## src/pkg/kds_pkg.sv

```systemverilog
/*
 Constants shared by the keyboard/display scanner: command codes, reset values,
 status word layout, pin bundle layout and timebase-derived counts.
 Assumes the internal timebase is programmed near 100 kHz by the host.
*/
package kds_pkg;

  // Command opcodes in data bits 7:5
  localparam logic [2:0] CMD_MODE = 3'h0;
  localparam logic [2:0] CMD_CLOCK = 3'h1;
  localparam logic [2:0] CMD_READ_FIFO = 3'h2;
  localparam logic [2:0] CMD_READ_DISP = 3'h3;
  localparam logic [2:0] CMD_WRITE_DISP = 3'h4;
  localparam logic [2:0] CMD_INHIBIT = 3'h5;

  // Values after reset, and the smallest prescale value used
  localparam logic [1:0] DISP_MODE_RESET = 2'h1;
  localparam logic [2:0] KBD_MODE_RESET = 3'h0;
  localparam logic [4:0] PRESCALE_RESET = 5'h1f;
  localparam logic [4:0] PRESCALE_MIN = 5'h02;

  // Status word bit positions
  localparam int ST_FULL = 3;
  localparam int ST_UNDER = 4;
  localparam int ST_OVER = 5;

  // Synchronised pin bundle: cs_n, a0, rd_n, wr_n, shift, cntl, return[7:0], data[7:0]
  localparam int PIN_W = 22;
  localparam int PIN_CS = 21;
  localparam int PIN_A0 = 20;
  localparam int PIN_RD = 19;
  localparam int PIN_WR = 18;
  localparam int PIN_SHIFT = 17;
  localparam int PIN_CNTL = 16;
  localparam int PIN_RL = 8;
  localparam logic [PIN_W-1:0] PIN_RESET = 22'h2fff00;

  // Timebase and scan timing, in the units printed
  localparam int TIMEBASE_HZ = 100_000;
  localparam int DIGIT_ON_US = 480;
  localparam int BLANK_US = 160;
  localparam int DEBOUNCE_US = 10_300;
  localparam int DIGIT_TICKS = (DIGIT_ON_US + BLANK_US) * TIMEBASE_HZ / 1_000_000;
  localparam int BLANK_TICKS = BLANK_US * TIMEBASE_HZ / 1_000_000;
  localparam int DEBOUNCE_TICKS = DEBOUNCE_US * TIMEBASE_HZ / 1_000_000;

  // Key capture states, Gray along idle-debounce-confirm-held
  typedef enum logic [1:0] {
    KDS_IDLE = 2'b00,
    KDS_DEBOUNCE = 2'b01,
    KDS_CONFIRM = 2'b11,
    KDS_HELD = 2'b10
  } kds_key_state_t;

endpackage : kds_pkg

```

## src/kds_ram.sv

```systemverilog
/*
 Small memory with one write port and two read ports whose data are registered.
 Assumes a single clock; contents are undefined until written.
*/
`timescale 1ns/100ps
module kds_ram #(
  parameter int WIDTH = 8,
  parameter int DEPTH = 8,
  parameter int AW = $clog2(DEPTH)
) (
  input wire logic i_clk,
  input wire logic i_rst,
  input wire logic i_we,
  input wire logic [AW-1:0] i_waddr,
  input wire logic [WIDTH-1:0] i_wdata,
  input wire logic [AW-1:0] i_raddr_a,
  output logic [WIDTH-1:0] o_rdata_a,
  input wire logic [AW-1:0] i_raddr_b,
  output logic [WIDTH-1:0] o_rdata_b
);
  logic [WIDTH-1:0] mem [DEPTH];

  always_ff @(posedge i_clk) begin
    if (i_we) begin
      mem[i_waddr] <= i_wdata;
    end
  end

  always_ff @(posedge i_clk or posedge i_rst) begin
    if (i_rst) begin
      o_rdata_a <= '0;
      o_rdata_b <= '0;
    end else begin
      o_rdata_a <= mem[i_raddr_a];
      o_rdata_b <= mem[i_raddr_b];
    end
  end
endmodule : kds_ram

```

## src/kds_top.sv

```systemverilog
/*
 Keyboard/display scanner: host bus decode, prescaler, scan counter, key debounce,
 sensor matrix, strobed input, FIFO/sensor RAM, display RAM refresh.
 Assumes asynchronous host pins (synchronised here) and a 25 MHz I_CLK.
*/
// Behaviour
// - Bus driven only during selected reads
// - A0 high command/status, low data
// - Commands latched on write rising edge
// - Clock divided by prescale field, 2 to 31
// - Decoded one-of-four active low, encoded binary
// - Decoded keyboard shows only four digits
// - Debounce then store key, shift, control
// - Sensor rows copied each scan
// - Strobe rising edge loads return lines
// - Eight-entry FIFO with count, full, empty
// - Underrun and overrun flagged in status
// - Status read when A0 high
// - Interrupt high while FIFO not empty
// - Interrupt on sensor change
// - Display address with auto-increment
// - Mode command display field decode
// - Mode command keyboard field decode
// - FIFO reads ignore increment and row
// - Sensor row select with auto-increment
// - Nibbles B low, A high of byte
// - Blank during digit switch and command
// - Reset to 16 left, encoded lockout, 31
// - Interrupt drops during each FIFO read
`timescale 1ns/100ps
module kds_top (
  input wire logic I_CLK,
  input wire logic I_RST,
  input wire logic I_CS_N,
  input wire logic I_A0,
  input wire logic I_RD_N,
  input wire logic I_WR_N,
  input wire logic [7:0] I_DB,
  output logic [7:0] O_DB,
  output logic O_DB_OE,
  output logic O_IRQ,
  output logic [3:0] O_SCAN_LINES,
  input wire logic [7:0] I_RETURN_LINES,
  input wire logic I_SHIFT,
  input wire logic I_CONTROL_STROBE_INPUT,
  output logic [3:0] O_OUT_A,
  output logic [3:0] O_OUT_B,
  output logic O_BLANK_DISPLAY_OUT_N
);
  import kds_pkg::*;

  function automatic logic [2:0] low_col(input logic [7:0] rl);
    logic [2:0] idx;
    idx = 3'h0;
    for (int i = 7; i >= 0; i--) begin
      if (!rl[i]) idx = i[2:0];
    end
    return idx;
  endfunction : low_col

  logic [PIN_W-1:0] s1, s2, s3, pin_q;
  logic cs_act, rd_act, wr_act, rd_act_d, wr_act_d, rd_a0, wr_a0;
  logic rd_fall, rd_rise, wr_rise, cntl_d;
  logic [7:0] wr_data, rl;
  logic [1:0] disp_mode_field;
  logic [2:0] keyboard_mode_field;
  logic [4:0] prescale_field, pre_cnt;
  logic tick;
  logic [5:0] phase;
  logic [3:0] scan_row, digits;
  logic row_end, row_start, blank_phase, sensor_mode, strobe_mode, kbd_mode, decoded;
  kds_key_state_t key_state;
  logic [2:0] cand_row, cand_col;
  logic [10:0] deb_cnt;
  logic kbd_push, strobe_push, push, pop_req, sensor_we, sensor_irq, rd_hold;
  logic [7:0] key_code, fifo_q_a, fifo_q_b, disp_q_a, disp_q_b;
  logic [2:0] wr_ptr, rd_ptr, sens_ptr;
  logic [3:0] count, disp_addr;
  logic over_err, under_err, src_disp, auto_increment_flag, disp_auto_inc;
  logic iw_a, iw_b, bl_a, bl_b, disp_we;

  // Three-stage input synchroniser, change accepted when stages two and three agree
  always_ff @(posedge I_CLK or posedge I_RST) begin
    if (I_RST) begin
      s1 <= PIN_RESET;
      s2 <= PIN_RESET;
      s3 <= PIN_RESET;
    end else begin
      s1 <= {I_CS_N, I_A0, I_RD_N, I_WR_N, I_SHIFT, I_CONTROL_STROBE_INPUT, I_RETURN_LINES, I_DB};
      s2 <= s1;
      s3 <= s2;
    end
  end

  for (genvar g = 0; g < PIN_W; g++) begin : g_filt
    always_ff @(posedge I_CLK or posedge I_RST) begin
      if (I_RST) begin
        pin_q[g] <= PIN_RESET[g];
      end else if (s2[g] == s3[g]) begin
        pin_q[g] <= s3[g];
      end
    end
  end

  assign cs_act = !pin_q[PIN_CS];
  assign rd_act = cs_act && !pin_q[PIN_RD];
  assign wr_act = cs_act && !pin_q[PIN_WR];
  assign rl = pin_q[PIN_RL +: 8];
  assign rd_fall = rd_act && !rd_act_d;
  assign rd_rise = !rd_act && rd_act_d;
  assign wr_rise = !wr_act && wr_act_d;

  always_ff @(posedge I_CLK or posedge I_RST) begin
    if (I_RST) begin
      rd_act_d <= 1'b0;
      wr_act_d <= 1'b0;
      rd_a0 <= 1'b0;
      wr_a0 <= 1'b0;
      wr_data <= 8'h00;
      cntl_d <= 1'b1;
    end else begin
      rd_act_d <= rd_act;
      wr_act_d <= wr_act;
      cntl_d <= pin_q[PIN_CNTL];
      if (rd_fall) rd_a0 <= pin_q[PIN_A0];
      if (wr_act) begin
        wr_a0 <= pin_q[PIN_A0];
        wr_data <= pin_q[7:0];
      end
    end
  end

  // Command decode on the trailing edge of the write strobe
  always_ff @(posedge I_CLK or posedge I_RST) begin
    if (I_RST) begin
      disp_mode_field <= DISP_MODE_RESET;
      keyboard_mode_field <= KBD_MODE_RESET;
      prescale_field <= PRESCALE_RESET;
      iw_a <= 1'b0;
      iw_b <= 1'b0;
      bl_a <= 1'b0;
      bl_b <= 1'b0;
    end else if (wr_rise && wr_a0) begin
      unique case (wr_data[7:5])
        CMD_MODE: begin
          disp_mode_field <= wr_data[4:3];
          keyboard_mode_field <= wr_data[2:0];
        end
        CMD_CLOCK: prescale_field <= wr_data[4:0];
        CMD_INHIBIT: begin
          iw_a <= wr_data[3];
          iw_b <= wr_data[2];
          bl_a <= wr_data[1];
          bl_b <= wr_data[0];
        end
        default: ;
      endcase
    end
  end

  assign sensor_mode = keyboard_mode_field[2:1] == 2'b10;
  assign strobe_mode = keyboard_mode_field[2:1] == 2'b11;
  assign kbd_mode = !keyboard_mode_field[2];
  assign decoded = keyboard_mode_field[0];

  // Prescaler to the internal timebase
  always_ff @(posedge I_CLK or posedge I_RST) begin
    if (I_RST) begin
      pre_cnt <= 5'h00;
      tick <= 1'b0;
    end else if (pre_cnt >= ((prescale_field < PRESCALE_MIN) ? PRESCALE_MIN : prescale_field)
                 - 5'h01) begin
      pre_cnt <= 5'h00;
      tick <= 1'b1;
    end else begin
      pre_cnt <= pre_cnt + 5'h01;
      tick <= 1'b0;
    end
  end

  // Scan counter: one row/digit per DIGIT_TICKS timebase ticks
  assign digits = decoded ? 4'h4 : (disp_mode_field[0] ? 4'hf : 4'h7);
  assign row_end = tick && (phase == 6'(DIGIT_TICKS - 1));
  assign blank_phase = phase < 6'(BLANK_TICKS);

  always_ff @(posedge I_CLK or posedge I_RST) begin
    if (I_RST) begin
      phase <= 6'h00;
      scan_row <= 4'h0;
    end else if (tick) begin
      phase <= row_end ? 6'h00 : phase + 6'h01;
      if (row_end) begin
        if (decoded) scan_row <= {2'h0, 2'(scan_row[1:0] + 2'h1)};
        else scan_row <= (scan_row >= digits) ? 4'h0 : scan_row + 4'h1;
      end
    end
  end

  // Key capture: debounce then confirm on the same row; other keys locked out
  always_ff @(posedge I_CLK or posedge I_RST) begin
    if (I_RST) begin
      key_state <= KDS_IDLE;
      cand_row <= 3'h0;
      cand_col <= 3'h0;
      deb_cnt <= 11'h000;
      kbd_push <= 1'b0;
      key_code <= 8'h00;
    end else begin
      kbd_push <= 1'b0;
      if (!kbd_mode) begin
        key_state <= KDS_IDLE;
      end else begin
        unique case (key_state)
          KDS_IDLE: if (row_end && !scan_row[3] && rl != 8'hff) begin
            cand_row <= scan_row[2:0];
            cand_col <= low_col(rl);
            deb_cnt <= 11'h000;
            key_state <= KDS_DEBOUNCE;
          end
          KDS_DEBOUNCE: if (tick) begin
            if (deb_cnt == 11'(DEBOUNCE_TICKS - 1)) key_state <= KDS_CONFIRM;
            deb_cnt <= deb_cnt + 11'h001;
          end
          KDS_CONFIRM: if (row_end && scan_row == {1'b0, cand_row}) begin
            if (!rl[cand_col]) begin
              key_code <= {pin_q[PIN_CNTL], pin_q[PIN_SHIFT], cand_row, cand_col};
              kbd_push <= 1'b1;
              key_state <= KDS_HELD;
            end else begin
              key_state <= KDS_IDLE;
            end
          end
          KDS_HELD: if (row_end && scan_row == {1'b0, cand_row} && rl[cand_col]) begin
            key_state <= KDS_IDLE;
          end
        endcase
      end
    end
  end

  assign strobe_push = strobe_mode && pin_q[PIN_CNTL] && !cntl_d;
  assign push = kbd_push || strobe_push;
  assign sensor_we = sensor_mode && row_end && !scan_row[3];
  assign pop_req = rd_rise && !rd_a0 && !src_disp && !sensor_mode;

  // FIFO pointers, count and error flags; a set wins over a status-read clear
  always_ff @(posedge I_CLK or posedge I_RST) begin
    if (I_RST) begin
      wr_ptr <= 3'h0;
      rd_ptr <= 3'h0;
      count <= 4'h0;
      over_err <= 1'b0;
      under_err <= 1'b0;
    end else begin
      if (push && !count[3]) wr_ptr <= wr_ptr + 3'h1;
      if (pop_req && count != 4'h0) rd_ptr <= rd_ptr + 3'h1;
      count <= count + 4'((push && !count[3]) ? 1 : 0) - 4'((pop_req && count != 4'h0) ? 1 : 0);
      if (push && count[3]) over_err <= 1'b1;
      else if (rd_fall && pin_q[PIN_A0]) over_err <= 1'b0;
      if (pop_req && count == 4'h0) under_err <= 1'b1;
      else if (rd_fall && pin_q[PIN_A0]) under_err <= 1'b0;
    end
  end

  // Sensor interrupt on change, cleared by a sensor data read
  always_ff @(posedge I_CLK or posedge I_RST) begin
    if (I_RST) begin
      sensor_irq <= 1'b0;
    end else if (sensor_we && rl != fifo_q_b) begin
      sensor_irq <= 1'b1;
    end else if (rd_rise && !rd_a0 && !src_disp) begin
      sensor_irq <= 1'b0;
    end
  end

  kds_ram #(.WIDTH(8), .DEPTH(8)) u_fifo_ram (
    .i_clk(I_CLK),
    .i_rst(I_RST),
    .i_we(sensor_we || (push && !count[3])),
    .i_waddr(sensor_mode ? scan_row[2:0] : wr_ptr),
    .i_wdata(sensor_mode ? rl : (kbd_push ? key_code : rl)),
    .i_raddr_a(sensor_mode ? sens_ptr : rd_ptr),
    .o_rdata_a(fifo_q_a),
    .i_raddr_b(scan_row[2:0]),
    .o_rdata_b(fifo_q_b)
  );

  // Read source, sensor row and display address
  always_ff @(posedge I_CLK or posedge I_RST) begin
    if (I_RST) begin
      src_disp <= 1'b0;
      auto_increment_flag <= 1'b0;
      sens_ptr <= 3'h0;
      disp_auto_inc <= 1'b0;
      disp_addr <= 4'h0;
    end else if (wr_rise && wr_a0) begin
      if (wr_data[7:5] == CMD_READ_FIFO) begin
        src_disp <= 1'b0;
        auto_increment_flag <= wr_data[4];
        sens_ptr <= wr_data[2:0];
      end else if (wr_data[7:5] == CMD_READ_DISP || wr_data[7:5] == CMD_WRITE_DISP) begin
        if (wr_data[7:5] == CMD_READ_DISP) src_disp <= 1'b1;
        disp_auto_inc <= wr_data[4];
        disp_addr <= wr_data[3:0];
      end
    end else if ((wr_rise && !wr_a0) || (rd_rise && !rd_a0 && src_disp)) begin
      if (disp_auto_inc) disp_addr <= disp_addr + 4'h1;
    end else if (rd_rise && !rd_a0 && sensor_mode && auto_increment_flag) begin
      sens_ptr <= sens_ptr + 3'h1;
    end
  end

  assign disp_we = wr_rise && !wr_a0;

  kds_ram #(.WIDTH(8), .DEPTH(16)) u_disp_ram (
    .i_clk(I_CLK),
    .i_rst(I_RST),
    .i_we(disp_we),
    .i_waddr(disp_addr),
    .i_wdata({iw_a ? disp_q_a[7:4] : wr_data[7:4], iw_b ? disp_q_a[3:0] : wr_data[3:0]}),
    .i_raddr_a(disp_addr),
    .o_rdata_a(disp_q_a),
    .i_raddr_b(decoded ? {2'h0, scan_row[1:0]} : scan_row),
    .o_rdata_b(disp_q_b)
  );

  // Host read data and bus enable
  always_ff @(posedge I_CLK or posedge I_RST) begin
    if (I_RST) begin
      O_DB <= 8'h00;
      rd_hold <= 1'b0;
    end else begin
      if (rd_fall) begin
        if (pin_q[PIN_A0]) begin
          O_DB <= {2'h0, over_err, under_err, count[3], count[2:0]};
        end else begin
          O_DB <= src_disp ? disp_q_a : fifo_q_a;
        end
      end
      if (rd_fall && !pin_q[PIN_A0] && !src_disp) rd_hold <= 1'b1;
      else if (!rd_act) rd_hold <= 1'b0;
    end
  end

  assign O_DB_OE = rd_act && rd_act_d;

  // Interrupt, scan lines and display refresh outputs
  always_ff @(posedge I_CLK or posedge I_RST) begin
    if (I_RST) begin
      O_IRQ <= 1'b0;
      O_SCAN_LINES <= 4'h0;
      row_start <= 1'b0;
      O_OUT_A <= 4'h0;
      O_OUT_B <= 4'h0;
      O_BLANK_DISPLAY_OUT_N <= 1'b0;
    end else begin
      O_IRQ <= sensor_mode ? sensor_irq : (count != 4'h0 && !rd_hold);
      row_start <= row_end;
      // Scan lines move only at a row start, so every change falls in the blank phase
      if (row_start) O_SCAN_LINES <= decoded ? ~(4'h1 << scan_row[1:0]) : scan_row;
      O_OUT_A <= (blank_phase || bl_a) ? 4'h0 : disp_q_b[7:4];
      O_OUT_B <= (blank_phase || bl_b) ? 4'h0 : disp_q_b[3:0];
      O_BLANK_DISPLAY_OUT_N <= !(blank_phase || (bl_a && bl_b));
    end
  end
endmodule : kds_top

```

## config.mk

```make
export PLATFORM = sky130hd
export DESIGN_NAME = kds_top
export DESIGN_NICKNAME = d
export VERILOG_FILES = /design/src/pkg/kds_pkg.sv /design/src/kds_ram.sv /design/src/kds_top.sv
export SDC_FILE = /design/constraint.sdc
export NUM_CORES = 1
export LEC_CHECK = 0
export BUFFER_PORTS_ARGS = -buffer_cell sky130_fd_sc_hd__buf_4
export CORE_UTILIZATION = 56
export CTS_CLUSTER_SIZE = 14
export DETAILED_ROUTE_END_ITERATION = 7
export PLACE_DENSITY = 0.75
export SLEW_MARGIN = 20
export SYNTH_ARGS = -nofsm -noshare
export SYNTH_HDL_FRONTEND = slang
export SYNTH_HIERARCHICAL = 1
export SYNTH_SLANG_ARGS = --single-unit
```

## constraint.sdc

```tcl
create_clock -name I_CLK -period 6.6 [get_ports I_CLK]
set_input_delay 1.32 -clock I_CLK [delete_from_list [all_inputs] [get_ports I_CLK]]
set_output_delay 1.32 -clock I_CLK [all_outputs]
set_load 0.05 [all_outputs]
```

# == Word-level counts from Yosys, hierarchy flattened ==
# Memory sizes are Yosys's and may differ from the RTL's. A register that Yosys moved wholly into a read port is not among the register bits.
# Cells that the tools add are included.
# W data, S select, Z words.
# word_totals
out_inout_bits,23
input_bits,24
n_memories,2
ram_bits,192
register_bits,205
wordCells,293
# op_classes
shifts,1
reduce_logical,82
bitwise_logic,4
eq_ne,49
order_cmp,5
n_addsub,12
mux,71
# memory_table
name,depth,word_bits,read_ports,rd_clocked_by_memory_dff,wr,line,text
u_disp_ram.mem,16,8,2,2,1,kds_ram.sv:21,logic [WIDTH-1:0] mem [DEPTH];
u_fifo_ram.mem,8,8,2,2,1,kds_ram.sv:21,
# ops
op,count
$mux W4,15
$mux W3,14
$logic_and A1 B1 Y1,33
$mux W8,4
$mux W1,23
$eq A1 B1 Y1,22
$mux W11,2
$pmux W11 S2,1
$reduce_bool A2 Y1,9
$logic_not A1 Y1,16
$ne A3 B3 Y1 const B,5
$mux W2,7
$reduce_and A3 Y1,4
$reduce_and A4 Y1,3
$add A11 B1 Y11 const B,1
$eq A11 B11 Y1 const B,1
$mux W5,2
$reduce_and A2 Y1,5
$add A3 B1 Y3 const B,3
$add A4 B1 Y4 const B,2
$eq A2 B2 Y1 const B,4
$ne A2 B2 Y1 const B,4
$ne A8 B8 Y1,1
$ne A8 B8 Y1 const B,1
30 further kinds,42

# == Depth between registers and ports, before layout ==
# Gate-level depths: netlist of the first run.
# logic_depth
ltp_word,10
mapped_depth,10
ltp_nobuf,10

# == Hierarchy ==
# Netlist of the first run, hierarchy kept.
# modules_own_cells
mod,cells_per_inst,seq_area_each_um2,n_inst,area_per_inst_um2
kds_top,670,5203.7,1,8544.4
kds_ram (u_disp_ram),308,4244.1,1,6428.7
kds_ram (u_fifo_ram),152,2322.2,1,3482.1

# == Least setup slack after synthesis of the first run ==
# OpenSTA, ideal clock, no wires.
# synth_path
kind,register to register
startpoint,register pin_q[21]
endpoint,register count[2]
period_less_slack_ns,2.462
setup_time_ns,0.123
n_path_buf,0
slack_ns,4.138
arrival_time_ns,2.340
required_ns,6.477
path_stages_with_launch,9
cell_sequence,dfstp_2 -> nor2_1 -> nor3_1 -> nor3b_1 -> ha_1 -> inv_1 -> ha_1 -> fa_1 -> xor2_1
# synth_between
elab_chain_len,10
# synth_rtl
element,line,text
"start, declared",kds_top.sv:61,"logic [PIN_W-1:0] s1, s2, s3, pin_q;"
"start signal, assigned by index",kds_top.sv:98,pin_q[g] <= PIN_RESET[g];
"start signal, assigned by index",kds_top.sv:100,pin_q[g] <= s3[g];
$logic_not A1 Y1,kds_top.sv:105,assign cs_act = !pin_q[PIN_CS];
$logic_and A1 B1 Y1,kds_top.sv:106,assign rd_act = cs_act && !pin_q[PIN_RD];
via rd_act,kds_top.sv:62,"logic cs_act, rd_act, wr_act, rd_act_d, wr_act_d, rd_a0, wr_a0;"
$logic_not A1 Y1,n/a,
$logic_and A1 B1 Y1,kds_top.sv:110,assign rd_rise = !rd_act && rd_act_d;
$logic_and A1 B1 Y1 (3 in a row),kds_top.sv:244,assign pop_req = rd_rise && !rd_a0 && !src_disp && !sensor_mode;
$logic_and A1 B1 Y1,kds_top.sv:257,count <= count + 4'((push && !count[3]) ? 1 : 0) - 4'((pop_req && count != 4'h0) ? 1 : 0);
$mux W1,kds_top.sv:257,
$sub A4 B1 Y4,kds_top.sv:257,
"end signal, assigned",kds_top.sv:257,
"end, declared",kds_top.sv:78,"logic [3:0] count, disp_addr;"
# The timed path passes the listed nets, and every way through them passes these cells.
# A chain may end at the register's enable or synchronous reset.

# == Final worst setup path of the first run ==
# layout_path
startpoint,register scan_row[0]
endpoint,memory u_fifo_ram.mem[7][2] (enable)
# layout_between
elab_chain_len,1
# layout_rtl
element,line,text
"start, declared",kds_top.sv:70,"logic [3:0] scan_row, digits;"
"start signal, assigned",kds_top.sv:193,"if (decoded) scan_row <= {2'h0, 2'(scan_row[1:0] + 2'h1)};"
"start signal, assigned",kds_top.sv:194,else scan_row <= (scan_row >= digits) ? 4'h0 : scan_row + 4'h1;
$mux W3,kds_top.sv:280,".i_waddr(sensor_mode ? scan_row[2:0] : wr_ptr),"
"end, declared",kds_ram.sv:21,
# Every way passes these cells.

==> run metrics, run 1 <==
Post-Syn Nets=1181; Detail Route Antenna Nets=0; register bit total from synthesis=429; Starting DRT DRC Count=949; Worst EP required=6.78 ns; leakage=7.87 nW; arrival time worst endpoint=3.48 ns; post-synthesis sequential area ratio=0.638; die width=184 microns; clk_lat worst skew=0.55 ns; crit-path max FO=55; clk slew on worst S/H paths=0.06 ns; Num Clock Sinks=429; RD Place Congestion=0.812; die area=0.0337 sq mm; top cell type's share of synthesized area=0.312; Post-Syn Instances=1130; Max-Cap Viols=0; top cells by count, synth=192 x edfxtp_1, 178 x dfrtp_1, 76 x mux2_2; post-CTS sizing=0; min-delay worst type=reg2reg; Area contributors post-synth=edfxtp_1 31%, dfrtp_1 24%, dfstp_2 8.4%; Die Ht=184 microns; startpoint types=register; Synth Cell Area=0.0185 sq mm; H-Tree Depth=2; max-slew violation count=0; multi-input combinational cell area=0.00626 sq mm; CP Cell Sequence=buf_4 > inv_1 > o21ai_0 > nand2_1 > nor2_1; slowest CP cell=o21ai_0; IO Count=47; largest net degree at the start of global routing=89; first-pass GRT wire length=59600 microns; Hold-fix buffers, CTS=0; Post-synth top flop=edfxtp_1; Syn Area/Cell=16.3 sq um; part of the cycle the worst path needs=0.500; fill cell count=2215; TritonCTS Buffers=44; clock buffer depth=3; Synthesis Warnings=6; Cell variety after synth=64; final setup violation count=0; vias per cell=6.09; FF+latch area=0.0118 sq mm; Rows=66; f_max=303 MHz; routed len/inst=23.1 microns; antenna cell count=0; DP Wirelength=25100 microns; synthesis-to-layout area growth=11.4%; status=finished, final reports clean; Final #Nets=1233; Core ar.=0.0325 sq mm; worst slew pin tran=0.993 ns; Hold Violations, Final=0; via count=10100; area leader, netlist=edfxtp_1; EDFF count, synth=192; RSZ-0062 raised after global routing=false; fin crit period=3.30 ns; CTS tree=built; slowest stage delay, CP=0.81 ns; vias in the first global route=10300; share of cells above drive strength 1=0.257; Critical Path End Type=register; share of flip-flops with an asynchronous set or reset=0.552; Routed WL=38300 microns; Slew headroom=0.332; CP Class=reg2reg; GRT Total Usage=0.235; DRC viols=0; remaining global-route overflow=0; Final WS setup=3.30 ns; worst ir drop on vdd=237 uV; power per cell area=380 mW/mm^2; initial antenna violation count=0; Post-CTS Setup Bufs=0; IO buf count=46; Initial Util=0.569; final clock skew=0.0260 ns; dpl ws=3.43 ns; Root Driver=clkbuf_16; final setup TNS=0 ns; first drt pass iteration count=5; count leader, synth=edfxtp_1
[per-layer routing]
layer | vias up | routed length [microns] | track usage
met5 | - | 0 | 0
met1 | 5229 | 16500 | 0.335
met4 | 0 | 843 | 0.0683
li1 | 4454 | - | -
met3 | 63 | 2610 | 0.0469
met2 | 346 | 18400 | 0.369
[registers in the layout, indices dropped and copies added, names as in the netlist, 5 cells and up]
register and count:
u_disp_ram/o_rdata_a 8, phase 6, u_fifo_ram/o_rdata_a 8, u_disp_ram/mem 128, pre_cnt 5, s3 22
prescale_field 5, key_code 8, s2 22, O_DB 8, pin_q 22, u_fifo_ram/mem 64
u_disp_ram/o_rdata_b 8, s1 22, deb_cnt 11, u_fifo_ram/o_rdata_b 8, wr_data 8
[report_power, final]
group	switching [mW]	internal, mW
clock network	0.987	1.44
logic	1.07	0.765
registers	0.284	3.27
total	2.34	5.47
[critical path, delay by kind of cell (launching register included)]
kind	cells	cell delay [ns]
buffers and inverters	2	1.00
AOI/OAI and AO/OA	1	0.81
and+or+nand+nor	2	0.78
DFF	1	0.34
[cell usage in the layout (no fill, tap or decap), types with 8 or more instances in the layout]
| cell type | count |
|---|---|
| a21oi_1 | 24 |
| a22oi_1 | 33 |
| a31oi_1 | 11 |
| and2_1 | 11 |
| buf_4 | 53 |
| clkbuf_1 | 11 |
| clkbuf_16 | 48 |
| dfrtp_1 | 175 |
| dfstp_2 | 59 |
| edfxtp_1 | 192 |
| ha_1 | 26 |
| inv_1 | 24 |
| maj3_1 | 22 |
| mux2_2 | 76 |
| mux2i_1 | 17 |
| mux4_1 | 57 |
| mux4_2 | 39 |
| nand2_1 | 64 |
| nand2b_1 | 15 |
| nand3_1 | 16 |
| nor2_1 | 66 |
| nor2b_1 | 8 |
| nor3_1 | 12 |
| o21ai_0 | 25 |
| xnor2_1 | 18 |
[path summary, 6_finish.rpt]
kind	startpoint	to	slack, ns	cells after the start
setup reg to reg	scan_row[0]	u_fifo_ram/mem[7][2]	3.30	5
hold / removal	s1[5]	s2[5]	0.35	0
max in group asynchronous	I_RST	s1[21]	4.61	3
min in group asynchronous	I_RST	u_fifo_ram/o_rdata_b[3]	0.93	2
setup / recovery	scan_row[0]	u_fifo_ram/mem[7][2]	3.30	5
hold reg to reg	s1[5]	s2[5]	0.35	0
[metrics by stage]
step	util	area [sq um]	hold slack, ns	instances	power (mW)
2_1_floorplan	-	18500	0.331	1130	4.89
3_3_place_gp	0.589	19100	0.334	1577	5.35
3_5_place_dp	0.589	19100	0.337	1577	5.41
4_1_cts	0.633	20500	0.351	1657	7.86
5_1_grt	0.634	20600	0.351	1658	8.13
6_report	0.634	20600	0.349	1658	7.80
[final cells by class]
class	instances	area share
Clock buffer	66	0.0648
Clock inverter	14	0.00505
Inverter	25	0.00475
Multi-Input combinational cell	626	0.304
Sequential cell	429	0.573
Tap cell	442	0.0269
Timing Repair Buffer	56	0.0217
[cells by family after synthesis]
group	Yosys count	synth area share
muxes	191	0.187
xor gates and xnor gates	25	0.0119
buffers and inverters	75	0.0243
and+or+nand+nor	238	0.0647
adders and majority gates	49	0.0306
DFF	429	0.638
AOI/OAI and AO/OA	123	0.0437
(Power assumes the default switching activity.)
==> inputs of run 2 (changes only) <==
--- a/config.mk
+++ b/config.mk
@@ -6,10 +6,10 @@
 export NUM_CORES = 1
 export LEC_CHECK = 0
 export BUFFER_PORTS_ARGS = -buffer_cell sky130_fd_sc_hd__buf_4
-export CORE_UTILIZATION = 56
+export CORE_UTILIZATION = 62
 export CTS_CLUSTER_SIZE = 14
 export DETAILED_ROUTE_END_ITERATION = 7
-export PLACE_DENSITY = 0.75
+export PLACE_DENSITY = 0.79
 export SLEW_MARGIN = 20
 export SYNTH_ARGS = -nofsm -noshare
 export SYNTH_HDL_FRONTEND = slang
==> constraint.sdc (replaced) <==
create_clock -name I_CLK -period 3.4 [get_ports I_CLK]
set_input_delay 0.68 -clock I_CLK [delete_from_list [all_inputs] [get_ports I_CLK]]
set_output_delay 0.68 -clock I_CLK [all_outputs]
set_load 0.05 [all_outputs]
==> run 2 against run 1 <==
Worst hold slack lost 0.12 ns. Critical path depth grew 2. Global-route usage grew 2.5 points. Critical path type unchanged. Largest cell class unchanged. Largest power group unchanged. Highest routed layer unchanged.
==> run metrics, run 2 (synthesis gave the netlist of run 1 again) <==
IO buf count=46 (unchanged); Slew headroom=0.321 (-0.0107); crit-path max FO=10 (-82%); fin crit period=2.89 ns (-0.410 ns); power per cell area=738 mW/mm^2 (+94%); synthesis-to-layout area growth=11.8%; max-slew violation count=0 (unchanged); Num Clock Sinks=429 (unchanged); routed len/inst=23.4 microns (+1.2%); post-CTS sizing=0 (unchanged); slowest stage delay, CP=0.69 ns (-0.12 ns); GRT Total Usage=0.260 (+0.0255); Die Ht=175 microns (-4.9%); first drt pass iteration count=7 (+2); Initial Util=0.636 (+0.0674); Routed WL=38000 microns (-0.90%); slowest CP cell=nor2_1; die area=0.0305 sq mm (-9.6%); Starting DRT DRC Count=1147 (+21%); clk slew on worst S/H paths=0.06 ns (about the same); Largest register FFs=128 (unchanged); Most Used Layer, Global Route=met2; met3 Track Usage GR=0.0523 (+0.00533); first-pass GRT wire length=59600 microns (+0.12%); Non-Filler Instances=1624 (-2.1%); CTS tree=built; Critical Path End Type=register; met1 GRT Util=0.384 (+0.0486); most frequent cells in the layout=192 x edfxtp_1, 175 x dfrtp_1, 77 x buf_4; worst ir drop on vdd=464 uV (+96%); TritonCTS Buffers=45 (+2.3%); biggest regs=u_disp_ram/mem (128), u_fifo_ram/mem (64); Rows=62 (-6.1%); Post-CTS Setup Bufs=0 (unchanged); status=finished, final reports clean; grt met2 use=0.403 (+0.0332); vias per cell=6.35 (+4.3%); Top reg by flops=u_disp_ram/mem; Worst EP required=3.55 ns (-3.23 ns); WP buf/inv=0 (-2); leakage=7.99 nW (+1.5%); placed insts=1543 (-2.2%); Hold Violations, Final=0 (unchanged); Detail Route Antenna Nets=0 (unchanged); f_max=346 MHz (+14%); DRC viols=0 (unchanged); antenna cell count=0 (unchanged); final setup violation count=0 (unchanged); Root Driver=clkbuf_16; via count=10300 (+2.1%); RD Place Congestion=0.810 (-0.26%); final setup TNS=0 ns (unchanged); die width=175 microns (-4.9%); remaining global-route overflow=0 (unchanged); arrival time worst endpoint=3.04 ns (-0.44 ns); most common cell after layout, fill and taps aside=edfxtp_1; startpoint types=register; share of cells above drive strength 1=0.272 (+0.0152); part of the cycle the worst path needs=0.849 (+0.350); CP Cell Sequence=ha_1 > nand4_4 > or2_1 > nor3_1 > or2_2 > nand2_1 > nor2_1; min-delay worst type=in2async; CP Class=reg2reg; final clock skew=0.0149 ns (-0.0111 ns); vias in the first global route=10500 (+1.9%); utilization after layout=0.711 (+0.0777); Core ar.=0.0290 sq mm (-11%); DP Wirelength=25500 microns (+1.5%); RSZ-0062 raised after global routing=false; IO Count=47 (unchanged); CP top delay family=simple AND/OR/NAND/NOR gates; initial antenna violation count=0 (unchanged); Final #Nets=1257 (+1.9%); Max-Cap Viols=0 (unchanged); clock buffer depth=3 (unchanged); clk_lat worst skew=0.54 ns (about the same); largest net degree at the start of global routing=62 (-30%); H-Tree Depth=2 (unchanged); Hold-fix buffers, CTS=0 (unchanged); worst slew pin tran=1.02 ns (+0.0252 ns)
-- run 2: changes by cell type in the layout (fill, tap and decap cells not counted), sizes merged --
cell and change:
buf +24, bufinv +2, clkbuf -15, clkinv +12, clkinvlp +1
-- run 2: path summary, 6_finish.rpt --
| path | from | endpoint | slack, ns | cells past startpoint |
|---|---|---|---|---|
| max | phase[0] | u_fifo_ram/mem[6][4] | 0.51 | 7 |
| min | I_RST | src_disp | 0.23 | 2 |
| max reg2reg | phase[0] | u_fifo_ram/mem[6][4] | 0.51 | 7 |
| min reg2reg | s1[0] | s2[0] | 0.35 | 0 |
| max in group asynchronous | I_RST | s3[16] | 2.30 | 3 |
| min in group I_CLK | I_A0 | s1[20] | 0.25 | 1 |
-- run 2: through the flow --
step                      area, sq um  setup WS (ns)  power, mW  hold WS [ns]
after floorplan                 18500          0.110       9.50         0.331
after detailed placement        19200          0.587       10.6         0.335
after global placement          19200          0.758       10.4         0.332
after global routing            20600          0.397       15.9         0.238
after CTS                       20600          0.587       15.3         0.233
final                           20600          0.512       15.2         0.230
-- run 2: report_power, final --
part	total (mW)	internal [mW]	switching (mW)
clock network	4.69	2.76	1.94
logic	3.51	1.53	1.98
registers	7.02	6.34	0.683
total	15.2	10.6	4.60
-- run 2: routing by layer --
metal / share of wire / wire length (microns) / vias up
met5: 0 / 0 / -
met4: 0.021 / 790 / 0
li1: - / - / 4510
met2: 0.47 / 17800 / 432
met1: 0.43 / 16400 / 5304
met3: 0.077 / 2940 / 62
-- run 2: area by class of cell --
type / count / area [sq um]
Sequential cell: 429 / 11800
Fill cell: 1828 / 8380
Multi-Input combinational cell: 626 / 6240
Clock buffer: 52 / 1200
Timing Repair Buffer: 79 / 618
Tap cell: 384 / 480
Clock inverter: 29 / 228
Inverter: 25 / 97.6
